$ cat src/hw/fieldbus_pkg.sv
// Shared constants for the fieldbus slave register access unit and the ring end.
package fieldbus_pkg;

  // ==========================================================================
  // Command codes
  localparam logic [3:0] CMD_AUTO_RD  = 4'h1;
  localparam logic [3:0] CMD_AUTO_WR  = 4'h2;
  localparam logic [3:0] CMD_CFG_RD   = 4'h4;
  localparam logic [3:0] CMD_CFG_WR   = 4'h5;
  localparam logic [3:0] CMD_BCAST_RD = 4'h7;
  localparam logic [3:0] CMD_BCAST_WR = 4'h8;

  // ==========================================================================
  // Error codes
  localparam logic [15:0] ERR_NONE    = 16'h0000;
  localparam logic [15:0] ERR_RD_ADDR = 16'h0f60;
  localparam logic [15:0] ERR_RD_LEN  = 16'h0f61;
  localparam logic [15:0] ERR_RD_CMD  = 16'h0f62;
  localparam logic [15:0] ERR_WR_ADDR = 16'h0f70;
  localparam logic [15:0] ERR_WR_LEN  = 16'h0f71;
  localparam logic [15:0] ERR_WR_CMD  = 16'h0f72;

  // ==========================================================================
  // Address and length ranges
  localparam logic [2:0]  LEN_MIN     = 3'h1;
  localparam logic [2:0]  LEN_MAX     = 3'h4;
  localparam logic [15:0] AUTO_FIRST  = 16'h0000;
  localparam logic [15:0] AUTO_LAST   = 16'hffdd;
  localparam logic [15:0] CFG_FIRST   = 16'h03e9;
  localparam logic [15:0] CFG_LAST    = 16'h040c;
  localparam logic [5:0]  NUM_SLAVES  = 6'h24;
  localparam int          SLAVE_BYTES = 16;
  localparam int          SLAVE_AW    = 4;

  // ==========================================================================
  // APB register map and fields
  localparam logic [7:0] REG_CTRL     = 8'h00;
  localparam logic [7:0] REG_CMD      = 8'h04;
  localparam logic [7:0] REG_ADDR     = 8'h08;
  localparam logic [7:0] REG_WDATA    = 8'h0c;
  localparam logic [7:0] REG_RDATA    = 8'h10;
  localparam logic [7:0] REG_STATUS   = 8'h14;
  localparam logic [7:0] REG_WKC      = 8'h18;
  localparam logic [7:0] REG_IRQ_STAT = 8'h1c;
  localparam logic [7:0] REG_IRQ_CLR  = 8'h20;
  localparam logic [7:0] REG_IRQ_EN   = 8'h24;

  localparam int CTRL_START = 0;
  localparam int CTRL_WRITE = 1;
  localparam int CMD_LSB    = 0;
  localparam int LEN_LSB    = 16;
  localparam int ADP_LSB    = 0;
  localparam int ADO_LSB    = 16;
  localparam int ST_BUSY    = 0;
  localparam int ST_DONE    = 1;
  localparam int ST_ERR     = 2;
  localparam int ST_NORESP  = 3;
  localparam int ST_CODE    = 16;
  localparam int IRQ_DONE   = 0;
  localparam int IRQ_ERR    = 1;
  localparam int IRQ_NORESP = 2;
  localparam int IRQ_W      = 3;

endpackage

$ cat src/hw/ring_link_if.sv
// Link between the register access unit and the ring of slave controllers.
`timescale 1ns/10ps
interface ring_link_if;
  logic        req;
  logic        write;
  logic [3:0]  cmd;
  logic [15:0] adp;
  logic [15:0] ado;
  logic [2:0]  len;
  logic [31:0] wdata;
  logic        ack;
  logic [31:0] rdata;
  logic [15:0] wkc;

  modport unit (output req, write, cmd, adp, ado, len, wdata, input ack, rdata, wkc);
  modport ring (input req, write, cmd, adp, ado, len, wdata, output ack, rdata, wkc);
endinterface

$ cat src/hw/slave_access_unit.sv
// Register access unit: validates slave register read/write requests and runs them on the ring.
`timescale 1ns/10ps
// How it works
// RULE1 - read start zeroes data and count
// RULE2 - read codes 1,4,7 else error 0x0F62
// RULE3 - write codes 2,5,8 else error 0x0F72
// RULE4 - length 1..4 else 0x0F61/0x0F71
// RULE5 - bad read address gives 0x0F60, broadcast ignores
// RULE6 - bad write address gives 0x0F70, broadcast ignores
// RULE7 - slaves increment position, zero one accesses
// RULE8 - position range 0x0000 then 0xFFFF..0xFFDD
// RULE9 - configured slave matches its station address
// RULE10 - station addresses 1001..1036 only
// RULE11 - broadcast read ORs every slave's data
// RULE12 - working count adds one per reader
// RULE13 - broadcast write counts every writer
// RULE14 - write start zeroes count, completion presents it
// RULE15 - done after normal read by slave
// RULE16 - done after normal write by slave
// RULE17 - link check: broadcast read offset 0x0130
// RULE18 - start on rising edge, one at once
// RULE19 - validation error: flag, no access, no done
module slave_access_unit (
  input  wire logic        mclk_i,
  input  wire logic        resetn_i,
  input  wire logic        psel_i,
  input  wire logic        penable_i,
  input  wire logic        pwrite_i,
  input  wire logic [7:0]  paddr_i,
  input  wire logic [31:0] pwdata_i,
  output logic             pready_o,
  output logic             pslverr_o,
  output logic [31:0]      prdata_o,
  output logic             irq_o,
  ring_link_if.unit        link
);

  typedef enum logic [0:0] {IDLE, XFER} unit_state_e;

  typedef struct packed {
    unit_state_e st;
    logic        start;
    logic        sw_write;
    logic [3:0]  sw_cmd;
    logic [2:0]  sw_len;
    logic [15:0] sw_adp;
    logic [15:0] sw_ado;
    logic [31:0] sw_wdata;
    logic        l_req;
    logic        l_write;
    logic [3:0]  l_cmd;
    logic [2:0]  l_len;
    logic [15:0] l_adp;
    logic [15:0] l_ado;
    logic [31:0] l_wdata;
    logic [31:0] rdata;
    logic [15:0] wkc;
    logic        busy;
    logic        done;
    logic        err;
    logic        noresp;
    logic [15:0] err_code;
    logic [2:0]  irq_stat;
    logic [2:0]  irq_en;
    logic        irq;
    logic        pready;
    logic        pslverr;
    logic [31:0] prdata;
  } unit_s;

  unit_s cur_ff;
  unit_s nxt_cur;

  // ==========================================================================
  // Request validation
  function automatic logic [15:0] check_req(input logic wr, input logic [3:0] cmd,
                                            input logic [2:0] len, input logic [15:0] adp);
    logic        auto_ok;
    logic        cfg_ok;
    logic [15:0] code;
    auto_ok = (adp == fieldbus_pkg::AUTO_FIRST) || (adp >= fieldbus_pkg::AUTO_LAST); // [RULE8]
    cfg_ok  = (adp >= fieldbus_pkg::CFG_FIRST) && (adp <= fieldbus_pkg::CFG_LAST);   // [RULE10]
    code    = fieldbus_pkg::ERR_NONE;
    if (!wr)
    begin
      if (cmd != fieldbus_pkg::CMD_AUTO_RD && cmd != fieldbus_pkg::CMD_CFG_RD &&
          cmd != fieldbus_pkg::CMD_BCAST_RD)
        code = fieldbus_pkg::ERR_RD_CMD; // [RULE2]
      else if (len < fieldbus_pkg::LEN_MIN || len > fieldbus_pkg::LEN_MAX)
        code = fieldbus_pkg::ERR_RD_LEN; // [RULE4]
      else if ((cmd == fieldbus_pkg::CMD_AUTO_RD && !auto_ok) ||
               (cmd == fieldbus_pkg::CMD_CFG_RD && !cfg_ok))
        code = fieldbus_pkg::ERR_RD_ADDR; // [RULE5]
    end
    else
    begin
      if (cmd != fieldbus_pkg::CMD_AUTO_WR && cmd != fieldbus_pkg::CMD_CFG_WR &&
          cmd != fieldbus_pkg::CMD_BCAST_WR)
        code = fieldbus_pkg::ERR_WR_CMD; // [RULE3]
      else if (len < fieldbus_pkg::LEN_MIN || len > fieldbus_pkg::LEN_MAX)
        code = fieldbus_pkg::ERR_WR_LEN; // [RULE4]
      else if ((cmd == fieldbus_pkg::CMD_AUTO_WR && !auto_ok) ||
               (cmd == fieldbus_pkg::CMD_CFG_WR && !cfg_ok))
        code = fieldbus_pkg::ERR_WR_ADDR; // [RULE6]
    end
    return code;
  endfunction

  // ==========================================================================
  // Next state
  always_comb
  begin
    logic        acc;
    logic        wr_now;
    logic        mapped;
    logic [31:0] rd_val;
    logic [2:0]  irq_set;
    logic [2:0]  irq_clr;
    logic        new_start;
    logic [15:0] code;
    acc       = psel_i && penable_i;
    wr_now    = acc && cur_ff.pready && pwrite_i;
    mapped    = 1'b1;
    rd_val    = 32'h0000_0000;
    irq_set   = 3'h0;
    irq_clr   = 3'h0;
    new_start = 1'b0;
    code      = fieldbus_pkg::ERR_NONE;
    nxt_cur   = cur_ff;

    case (paddr_i)
      fieldbus_pkg::REG_CTRL:
      begin
        rd_val[fieldbus_pkg::CTRL_START] = cur_ff.start;
        rd_val[fieldbus_pkg::CTRL_WRITE] = cur_ff.sw_write;
      end
      fieldbus_pkg::REG_CMD:
      begin
        rd_val[fieldbus_pkg::CMD_LSB +: 4] = cur_ff.sw_cmd;
        rd_val[fieldbus_pkg::LEN_LSB +: 3] = cur_ff.sw_len;
      end
      fieldbus_pkg::REG_ADDR:     rd_val = {cur_ff.sw_ado, cur_ff.sw_adp};
      fieldbus_pkg::REG_WDATA:    rd_val = cur_ff.sw_wdata;
      fieldbus_pkg::REG_RDATA:    rd_val = cur_ff.rdata;
      fieldbus_pkg::REG_STATUS:
      begin
        rd_val[fieldbus_pkg::ST_BUSY]       = cur_ff.busy;
        rd_val[fieldbus_pkg::ST_DONE]       = cur_ff.done;
        rd_val[fieldbus_pkg::ST_ERR]        = cur_ff.err;
        rd_val[fieldbus_pkg::ST_NORESP]     = cur_ff.noresp;
        rd_val[fieldbus_pkg::ST_CODE +: 16] = cur_ff.err_code;
      end
      fieldbus_pkg::REG_WKC:      rd_val[15:0] = cur_ff.wkc;
      fieldbus_pkg::REG_IRQ_STAT: rd_val[fieldbus_pkg::IRQ_W-1:0] = cur_ff.irq_stat;
      fieldbus_pkg::REG_IRQ_CLR:  rd_val = 32'h0000_0000;
      fieldbus_pkg::REG_IRQ_EN:   rd_val[fieldbus_pkg::IRQ_W-1:0] = cur_ff.irq_en;
      default:                    mapped = 1'b0;
    endcase

    // One wait state: the answer is computed in the first access cycle and registered.
    if (acc && !cur_ff.pready)
    begin
      nxt_cur.pready  = 1'b1;
      nxt_cur.pslverr = !mapped;
      nxt_cur.prdata  = (pwrite_i || !mapped) ? 32'h0000_0000 : rd_val;
    end
    else
    begin
      nxt_cur.pready  = 1'b0;
      nxt_cur.pslverr = 1'b0;
    end

    if (wr_now && mapped)
    begin
      case (paddr_i)
        fieldbus_pkg::REG_CTRL:
        begin
          nxt_cur.start    = pwdata_i[fieldbus_pkg::CTRL_START];
          nxt_cur.sw_write = pwdata_i[fieldbus_pkg::CTRL_WRITE];
          new_start        = pwdata_i[fieldbus_pkg::CTRL_START] && !cur_ff.start; // [RULE18]
        end
        fieldbus_pkg::REG_CMD:
        begin
          nxt_cur.sw_cmd = pwdata_i[fieldbus_pkg::CMD_LSB +: 4];
          nxt_cur.sw_len = pwdata_i[fieldbus_pkg::LEN_LSB +: 3];
        end
        fieldbus_pkg::REG_ADDR:
        begin
          nxt_cur.sw_adp = pwdata_i[fieldbus_pkg::ADP_LSB +: 16];
          nxt_cur.sw_ado = pwdata_i[fieldbus_pkg::ADO_LSB +: 16];
        end
        fieldbus_pkg::REG_WDATA:   nxt_cur.sw_wdata = pwdata_i;
        fieldbus_pkg::REG_IRQ_CLR: irq_clr = pwdata_i[fieldbus_pkg::IRQ_W-1:0];
        fieldbus_pkg::REG_IRQ_EN:  nxt_cur.irq_en = pwdata_i[fieldbus_pkg::IRQ_W-1:0];
        default:                   nxt_cur.irq_en = cur_ff.irq_en;
      endcase
    end

    case (cur_ff.st)
      IDLE:
      begin
        // The mode bit written together with the start edge is the one that counts.
        if (new_start) // [RULE18]
        begin
          code             = check_req(nxt_cur.sw_write, cur_ff.sw_cmd, cur_ff.sw_len, cur_ff.sw_adp);
          nxt_cur.done     = 1'b0;
          nxt_cur.noresp   = 1'b0;
          nxt_cur.err_code = code;
          nxt_cur.rdata    = 32'h0000_0000; // [RULE1]
          nxt_cur.wkc      = 16'h0000;      // [RULE1] [RULE14]
          if (code != fieldbus_pkg::ERR_NONE)
          begin
            nxt_cur.err = 1'b1; // [RULE19]
            irq_set[fieldbus_pkg::IRQ_ERR] = 1'b1;
          end
          else
          begin
            nxt_cur.err     = 1'b0;
            nxt_cur.busy    = 1'b1;
            nxt_cur.l_req   = 1'b1;
            nxt_cur.l_write = nxt_cur.sw_write;
            nxt_cur.l_cmd   = cur_ff.sw_cmd;
            nxt_cur.l_len   = cur_ff.sw_len;
            nxt_cur.l_adp   = cur_ff.sw_adp;
            nxt_cur.l_ado   = cur_ff.sw_ado;
            nxt_cur.l_wdata = cur_ff.sw_wdata;
            nxt_cur.st      = XFER;
          end
        end
      end
      XFER:
      begin
        if (link.ack)
        begin
          nxt_cur.l_req = 1'b0;
          nxt_cur.busy  = 1'b0;
          nxt_cur.wkc   = link.wkc; // [RULE12] [RULE13] [RULE14]
          nxt_cur.rdata = cur_ff.l_write ? 32'h0000_0000 : link.rdata; // [RULE1] [RULE11]
          // Done only when at least one slave really carried out the access.
          if (link.wkc != 16'h0000)
          begin
            nxt_cur.done = 1'b1; // [RULE15] [RULE16]
            irq_set[fieldbus_pkg::IRQ_DONE] = 1'b1;
          end
          else
          begin
            nxt_cur.noresp = 1'b1;
            irq_set[fieldbus_pkg::IRQ_NORESP] = 1'b1;
          end
          nxt_cur.st = IDLE;
        end
      end
      default: nxt_cur.st = IDLE;
    endcase

    // A new event wins over a clear written in the same cycle.
    nxt_cur.irq_stat = (cur_ff.irq_stat & ~irq_clr) | irq_set;
    nxt_cur.irq      = |(nxt_cur.irq_stat & nxt_cur.irq_en);
  end

  // ==========================================================================
  // State register
  always_ff @(posedge mclk_i)
  begin
    if (!resetn_i)
    begin
      cur_ff    <= '0;
      cur_ff.st <= IDLE;
    end
    else
    begin
      cur_ff <= nxt_cur;
    end
  end

  assign pready_o   = cur_ff.pready;
  assign pslverr_o  = cur_ff.pslverr;
  assign prdata_o   = cur_ff.prdata;
  assign irq_o      = cur_ff.irq;
  assign link.req   = cur_ff.l_req;
  assign link.write = cur_ff.l_write;
  assign link.cmd   = cur_ff.l_cmd;
  assign link.adp   = cur_ff.l_adp;
  assign link.ado   = cur_ff.l_ado;
  assign link.len   = cur_ff.l_len;
  assign link.wdata = cur_ff.l_wdata;

endmodule

$ cat src/flat_wrapper.sv
// flat-port wrapper written by rule: the top's interface ports become plain ports
module slave_access_unit_flat 
  (mclk_i, resetn_i, psel_i, penable_i, pwrite_i, paddr_i, pwdata_i, pready_o, pslverr_o, prdata_o, irq_o, link_req, link_write, link_cmd, link_adp, link_ado, link_len, link_wdata, link_ack, link_rdata, link_wkc);
  ring_link_if link_i ();
  input  wire logic mclk_i;
  input  wire logic resetn_i;
  input  wire logic psel_i;
  input  wire logic penable_i;
  input  wire logic pwrite_i;
  input  wire logic [7:0] paddr_i;
  input  wire logic [31:0] pwdata_i;
  output logic pready_o;
  output logic pslverr_o;
  output logic [31:0] prdata_o;
  output logic irq_o;
  output wire logic [$bits(link_i.req)-1:0] link_req;
  output wire logic [$bits(link_i.write)-1:0] link_write;
  output wire logic [$bits(link_i.cmd)-1:0] link_cmd;
  output wire logic [$bits(link_i.adp)-1:0] link_adp;
  output wire logic [$bits(link_i.ado)-1:0] link_ado;
  output wire logic [$bits(link_i.len)-1:0] link_len;
  output wire logic [$bits(link_i.wdata)-1:0] link_wdata;
  input wire logic [$bits(link_i.ack)-1:0] link_ack;
  input wire logic [$bits(link_i.rdata)-1:0] link_rdata;
  input wire logic [$bits(link_i.wkc)-1:0] link_wkc;
  assign link_req = link_i.req;
  assign link_write = link_i.write;
  assign link_cmd = link_i.cmd;
  assign link_adp = link_i.adp;
  assign link_ado = link_i.ado;
  assign link_len = link_i.len;
  assign link_wdata = link_i.wdata;
  assign link_i.ack = link_ack;
  assign link_i.rdata = link_rdata;
  assign link_i.wkc = link_wkc;
  slave_access_unit u_core (.mclk_i(mclk_i), .resetn_i(resetn_i), .psel_i(psel_i), .penable_i(penable_i), .pwrite_i(pwrite_i), .paddr_i(paddr_i), .pwdata_i(pwdata_i), .pready_o(pready_o), .pslverr_o(pslverr_o), .prdata_o(prdata_o), .irq_o(irq_o), .link(link_i));
endmodule
$ cat config.mk
export PLATFORM = sky130hd
export DESIGN_NAME = slave_access_unit_flat
export DESIGN_NICKNAME = d
export VERILOG_FILES = /design/src/hw/fieldbus_pkg.sv /design/src/hw/ring_link_if.sv /design/src/hw/slave_access_unit.sv /design/src/flat_wrapper.sv
export SDC_FILE = /design/constraint.sdc
export NUM_CORES = 1
export LEC_CHECK = 0
export BUFFER_PORTS_ARGS = -buffer_cell sky130_fd_sc_hd__buf_2
export CORE_MARGIN = 8
export CORE_UTILIZATION = 60
export DETAILED_ROUTE_END_ITERATION = 8
export PLACE_DENSITY = 0.95
export SLEW_MARGIN = 20
export SYNTH_ARGS = -nofsm -noshare
export SYNTH_HDL_FRONTEND = slang
export SYNTH_SLANG_ARGS = --single-unit
$ cat constraint.sdc
create_clock -name mclk_i -period 6.2 [get_ports mclk_i]
set_clock_uncertainty 0.1 [all_clocks]
set_input_delay 0.62 -clock mclk_i [delete_from_list [all_inputs] [get_ports mclk_i]]
set_output_delay 0.62 -clock mclk_i [all_outputs]
set_load 0.01 [all_outputs]
# Yosys cells after proc, flatten, opt, wreduce, memory -nomap -nowiden
# Index checks and enable logic that the tools add are counted.
[op_classes] div=0 n_reduce_logical=42 n_bitwise=6 mul=0 n_lt_le_gt_ge=5 addsub=0 n_shift=0 mux=54 eq_ne=24
[ops] cell="141-bit 2-to-1 mux" count=1
[ops] cell="32-bit 2-to-1 mux" count=4
[ops] cell="16-bit 2-to-1 mux" count=7
[ops] cell="50-bit case mux with 2 select lines" count=1
[ops] cell="73-bit 2-to-1 mux" count=1
[ops] cell="72-bit 2-to-1 mux" count=1
[ops] cell="13-bit case mux with 4 select lines" count=1
[ops] cell="50-bit 2-to-1 mux" count=1
[ops] cell="12-bit case mux with 4 select lines" count=1
[ops] cell="8-bit by 5-bit == test with 1-bit output (second input constant)" count=4
[ops] cell="16-bit nonzero test" count=2
[ops] cell="12-bit 2-to-1 mux" count=2
[ops] cell="1-bit 2-to-1 mux" count=21
[ops] cell="2-bit case mux with 9 select lines" count=1
[ops] cell="8-bit by 4-bit == test with 1-bit output (second input constant)" count=2
[ops] cell="8-bit by 6-bit == test with 1-bit output (second input constant)" count=2
[ops] cell="16-bit by 10-bit greater-or-equal comparator with 1-bit output (second input constant)" count=1
[ops] cell="16-bit greater-or-equal comparator (second input constant)" count=1
[ops] cell="16-bit by 11-bit <= comparator with 1-bit output (second input constant)" count=1
[ops] cell="16-bit zero test" count=1
[ops] cell="1-bit logical AND" count=15
[ops] cell="3-bit case mux with 5 select lines" count=1
[ops] cell="2-bit AND reduction" count=7
[ops] cell="3-bit 2-to-1 mux" count=4
[ops] cell="other kinds (27)" count=48
[totals] out_inout_bits=108 mem_count=0 ram_bits=0 wordCells=159 romBits=0 reg_bits=256 latch_bits=0 input_bits=94

# Longest topological paths before layout
[logic_depth] ltp_word=18 depth_mapped=9 mapped_depth_nobuf=6

# Worst setup path before layout
# OpenSTA, ideal clock, no wires.
[synth_timing] path_type="in2reg" from="input paddr_i[2]" to="register u_core.cur_ff, in the netlist u_core.link.cmd[1]" path_stages=8 arrival_time_ns=2.094 n_path_buf=2 setup_slack_ns=3.874 required_time_ns=5.968 setup_time_ns=0.132 path_cell_list="buf_2 > nor4_4 > nand4_4 > nor2_1 > nand4_1 > clkbuf_1 > nand3_1 > a21oi_1"
[synth_between] elab_chain_cells=11 word_cells_on_any_way=23 classes_between="eq/ne: 9; mux: 8; bitwise: 1; reduce/logical: 5"
[synth_rtl] element="start: declaration" line="flat_wrapper.sv:10" source="input wire logic [7:0] paddr_i;"
[synth_rtl] element="8-bit by 5-bit == test with 1-bit output, or another cell as far along" line="slave_access_unit.sv:131" source="case (paddr_i)"
[synth_rtl] element="10-bit OR reduction (no source line)"
[synth_rtl] element="1-bit 2-to-1 mux" line="slave_access_unit.sv:131"
[synth_rtl] element="1-bit logical AND" line="slave_access_unit.sv:173" source="if (wr_now && mapped)"
[synth_rtl] element="72-bit 2-to-1 mux" line="slave_access_unit.sv:173"
[synth_rtl] element="16-bit 2-to-1 mux" line="slave_access_unit.sv:84" source="if (!wr)"
[synth_rtl] element="16-bit 2-to-1 mux" line="slave_access_unit.sv:203" source="if (new_start)"
[synth_rtl] element="16-bit 2-to-1 mux" line="slave_access_unit.sv:199" source="case (cur_ff.st)"
[synth_rtl] element="16-bit nonzero test" line="slave_access_unit.sv:211" source="if (code != fieldbus_pkg::ERR_NONE)"
[synth_rtl] element="1-bit NOT (no source line)"
[synth_rtl] element="3-bit AND reduction (no source line) (*)"
[synth_rtl] element="end signal: assignment" line="slave_access_unit.sv:272" source="cur_ff <= nxt_cur;"
[synth_rtl] element="end: declaration" line="slave_access_unit.sv:71" source="unit_s cur_ff;"
# Every way passes the cells marked *; elsewhere a longest branch is shown, timed or not. The select of a mux whose other input is x is not followed.
# A chain may end at the register's enable or synchronous reset.

# Worst setup path in the final report
[layout_timing] from="input paddr_i[4]" to="register u_core.cur_ff, in the netlist u_core.link.wdata[21]"
# Same word-level chain as after synthesis.

==> results by group <==
Setup path
  • Slowest CP cell: o2111a_2
  • Setup CP Type: input port to flip-flop
  • CP Max Fanout: between 50 and 60
  • Data arrival, critical path: between 3 and 4 ns
  • Setup crit start kind: input port
  • Max stage delay on crit path: approximately 0.89 ns
  • CP required: about 6.5 ns
  • Worst setup EP type: flip-flop
  • Crit path cell chain: buf_2 > nor4_4 > nand4_4 > nor2_4 > o2111a_2 > buf_4 > o21ai_0 > a21oi_1

Routing
  • DR vias/cell: between 6 and 7
  • DR WL/cell: between 20 and 25 microns
  • Routed via count: about 10000
  • Post-route ant nets: 0
  • Final WL: ~35000 microns
  • Initial drt markers: 1533
  • # DRC: 0
  • DR pass1 iterations: 6

Placed design
  • Cells after DPL: between 1500 and 2000
  • Hpwl dp: ~24000 microns
  • RD Place Congestion: 0.9548
  • Port bufs: ~200

GRT
  • Grt total ovfl: 0
  • Vias in the first global route: 9757
  • Largest net degree at the start of global routing: 133
  • Initial antenna violation count: 0
  • Total GRT Usage: between 20% and 30%
  • First-pass GRT wire length: approximately 53000 microns

Power and ir drop
  • Clk pwr share: around half
  • Sequential share of power: between 40% and 50%
  • VDD IR max: around 0.32 mV
  • Leak pwr: roughly 4.3 nW
  • Switching Fraction: a little over a fifth
  • Part of the power in combinational logic: ~3.2%
  • Total Power Consumption: ~0.0032 W
  • Internal: 0.002519 W
  • Power per standard cell area: between 200 and 300 mW/mm^2
  • NetSw: roughly 0.0007 W

Synth
  • Yosys reg bits: 244
  • Synth area leaders: dfxtp_1 (45%), a21oi_1 (9.3%), nand2_1 (7.9%), buf_4 (7.3%), nand3_1 (5.1%)
  • Synth area leader: dfxtp_1
  • Ys async rst share: 0%
  • YS warnings: 0
  • Number of flops mapped to enable cells by yosys: 0
  • Share of the synthesized area in the top cell type: ~45%
  • Cell with the most instances after synthesis: dfxtp_1
  • Mean Syn Cell Area: ~8.0 sq um
  • Seq/Total Area, Yosys: 44.56%
  • Main synth FF type: dfxtp_1
  • Mapped Area: about 0.011 sq mm
  • Post-Syn Nets: about 1500
  • Mapped Cells: 1363
  • Netlist cell types: slightly above 60
  • Synth top cells by count: dfxtp_1 (244), nand2_1 (232), a21oi_1 (204), nand3_1 (111), buf_4 (107)

Timing
  • Final setup vio count: 0
  • RSZ-0062 raised after global routing: false
  • Min Tclk post-route: ~3.4 ns
  • Slew HR: between 20% and 30%
  • Aggregate negative setup slack: 0 ns
  • Final Max Slew Viols: 0
  • Crit share post-route: 54.69%
  • Hold Vio Cnt, Final: 0
  • Fmax: approximately 290 MHz
  • Worst Tran Pin Value: 1.125 ns

CTS
  • Resize count post-CTS: 0
  • Maximum clock path buffer count: 3
  • H-tree depth: 1
  • Num CTS Buffers: 25
  • Sink Count: 244
  • CTS tree: done
  • Setup repair bufs after CTS: 0
  • CTS root buf: clkbuf_16
  • Skew-Pair Late Insertion Delay: between 0.5 and 0.6 ns
  • Clock transition at the registers of the reported paths: ~0.060 ns
  • CTS Hold Bufs: 0

Die
  • Die Area: 0.02285 sq mm
  • Rows: 49
  • Initial Util: between 60 and 70%
  • Core area: around 0.018 sq mm
  • Ports: about 200
  • Die H: around 150 microns
  • Die W: 151.2 microns

Layout
  • Multi-input gate area: ~0.0049 sq mm
  • Sequential cell area: between 0.004 and 0.005 sq mm
  • Final Instance Count excl. Fillers: ~1600
  • Antenna diode count: 0
  • Finished Core Util: 66.94%
  • Fillers: ~1400
  • Ratio of cells with drive above 1 in the final layout: 19.86%
  • # nets final: 1486
  • Synthesis-to-finish area growth: 9.690%

Worst hold path
  • Class of the worst hold path: input port to flip-flop

Run status
  • Status: complete, no violations

Run
  • # Max-Cap Violations: 0
[logic make-up (layout without fill, tap and decap cells)]
logic type	count (synthesis)	in the layout	share of synthesized area, %
and+or+nand+nor	485	485	20.61
AOI/OAI and AO/OA	397	397	21.48
DFF	244	244	44.56
buffers and inverters	219	266	11.48
muxes	15	15	1.621
xor gates and xnor gates	3	3	0.2397
[metrics by stage]
stage               hold WS [ns]  cell area [sq um]  setup slack [ns]
CTS                       0.2306              12020             2.870
floorplan                 0.3314              10960             3.874
finish                    0.2276              12020             2.809
detailed placement        0.3433              11170             2.356
global route              0.2498              12020             2.608
global placement          0.3356              11170             2.477
[worst max-delay path, delay by kind of cell]
kind	cells	cell delay (ns)
AO/OA/AOI/OAI	3	1.20
buffers and inverters	2	0.65
AND/OR/NAND/NOR	3	1.23
[state kept, by name (all words and copies together), names as in the netlist]
| register | cells |
|---|---|
| u_core.prdata_o | 32 |
| u_core.link.len | 3 |
| u_core.pready_o | 1 |
| u_core.cur_ff | 136 |
| u_core.link.req | 1 |
| u_core.link.wdata | 32 |
| u_core.pslverr_o | 1 |
| u_core.link.adp | 16 |
| u_core.link.cmd | 4 |
| u_core.link.write | 1 |
| u_core.irq_o | 1 |
| u_core.link.ado | 16 |
[per-layer routing]
layer	GRT usage (%)	part of all wire, %	up-vias
met5	0	0	-
met4	12.82	4.7	0
met3	5.079	12	122
met2	48.50	47	750
met1	37.32	36	4869
li1	-	-	4749
[final timing paths]
kind                                    start  depth (start not counted)                                 end  slack, ns
max                                paddr_i[4]                          8  u_core.link.wdata[21]$_SDFFE_PN0P_       2.81
max reg2reg   u_core.cur_ff[236]$_SDFFE_PN0P_                          7  u_core.link.wdata[21]$_SDFFE_PN0P_       2.91
min                             link_rdata[4]                          3      u_core.cur_ff[81]$_SDFFE_PN0P_       0.23
min reg2reg  u_core.prdata_o[30]$_SDFFE_PN0P_                          2    u_core.prdata_o[30]$_SDFFE_PN0P_       0.35
[power groups by stage]
| stage | logic (W) | registers, W | clock network, W |
|---|---|---|---|
| 6_report | 0.000102 | 0.00157 | 0.00155 |
| 5_1_grt | 0.000107 | 0.00157 | 0.00161 |
| 4_1_cts | 0.0000988 | 0.00157 | 0.00155 |
| 3_5_place_dp | 0.0000983 | 0.00160 | 0 |
| 3_3_place_gp | 0.0000981 | 0.00160 | 0 |
| 2_1_floorplan | 0.0000424 | 0.00160 | 0 |
[cell type report]
cell class,count,area share [%]
sequential,244,40.62
multi-input combinational,900,40.43
timing repair buffer,216,9.303
clock buffer,38,6.275
tap,229,2.383
clock inverter,7,0.7908
inverter,5,0.1977
[cells in the final DEF, fill, tap and decap left out, types with 9 or more instances in the layout]
cell       instances
mux2i_1           11
nand3_1          111
nand2_1          232
o21ai_0           68
nand4_1            9
a21o_1            18
dfxtp_1          244
and2_1            10
a21oi_1          204
o21ai_1           18
clkbuf_16         25
buf_4             15
nand2b_1          10
buf_2            201
nor2_1            59
a22oi_1           35
a222oi_1          15
Power figures use the tool's default switching activity.
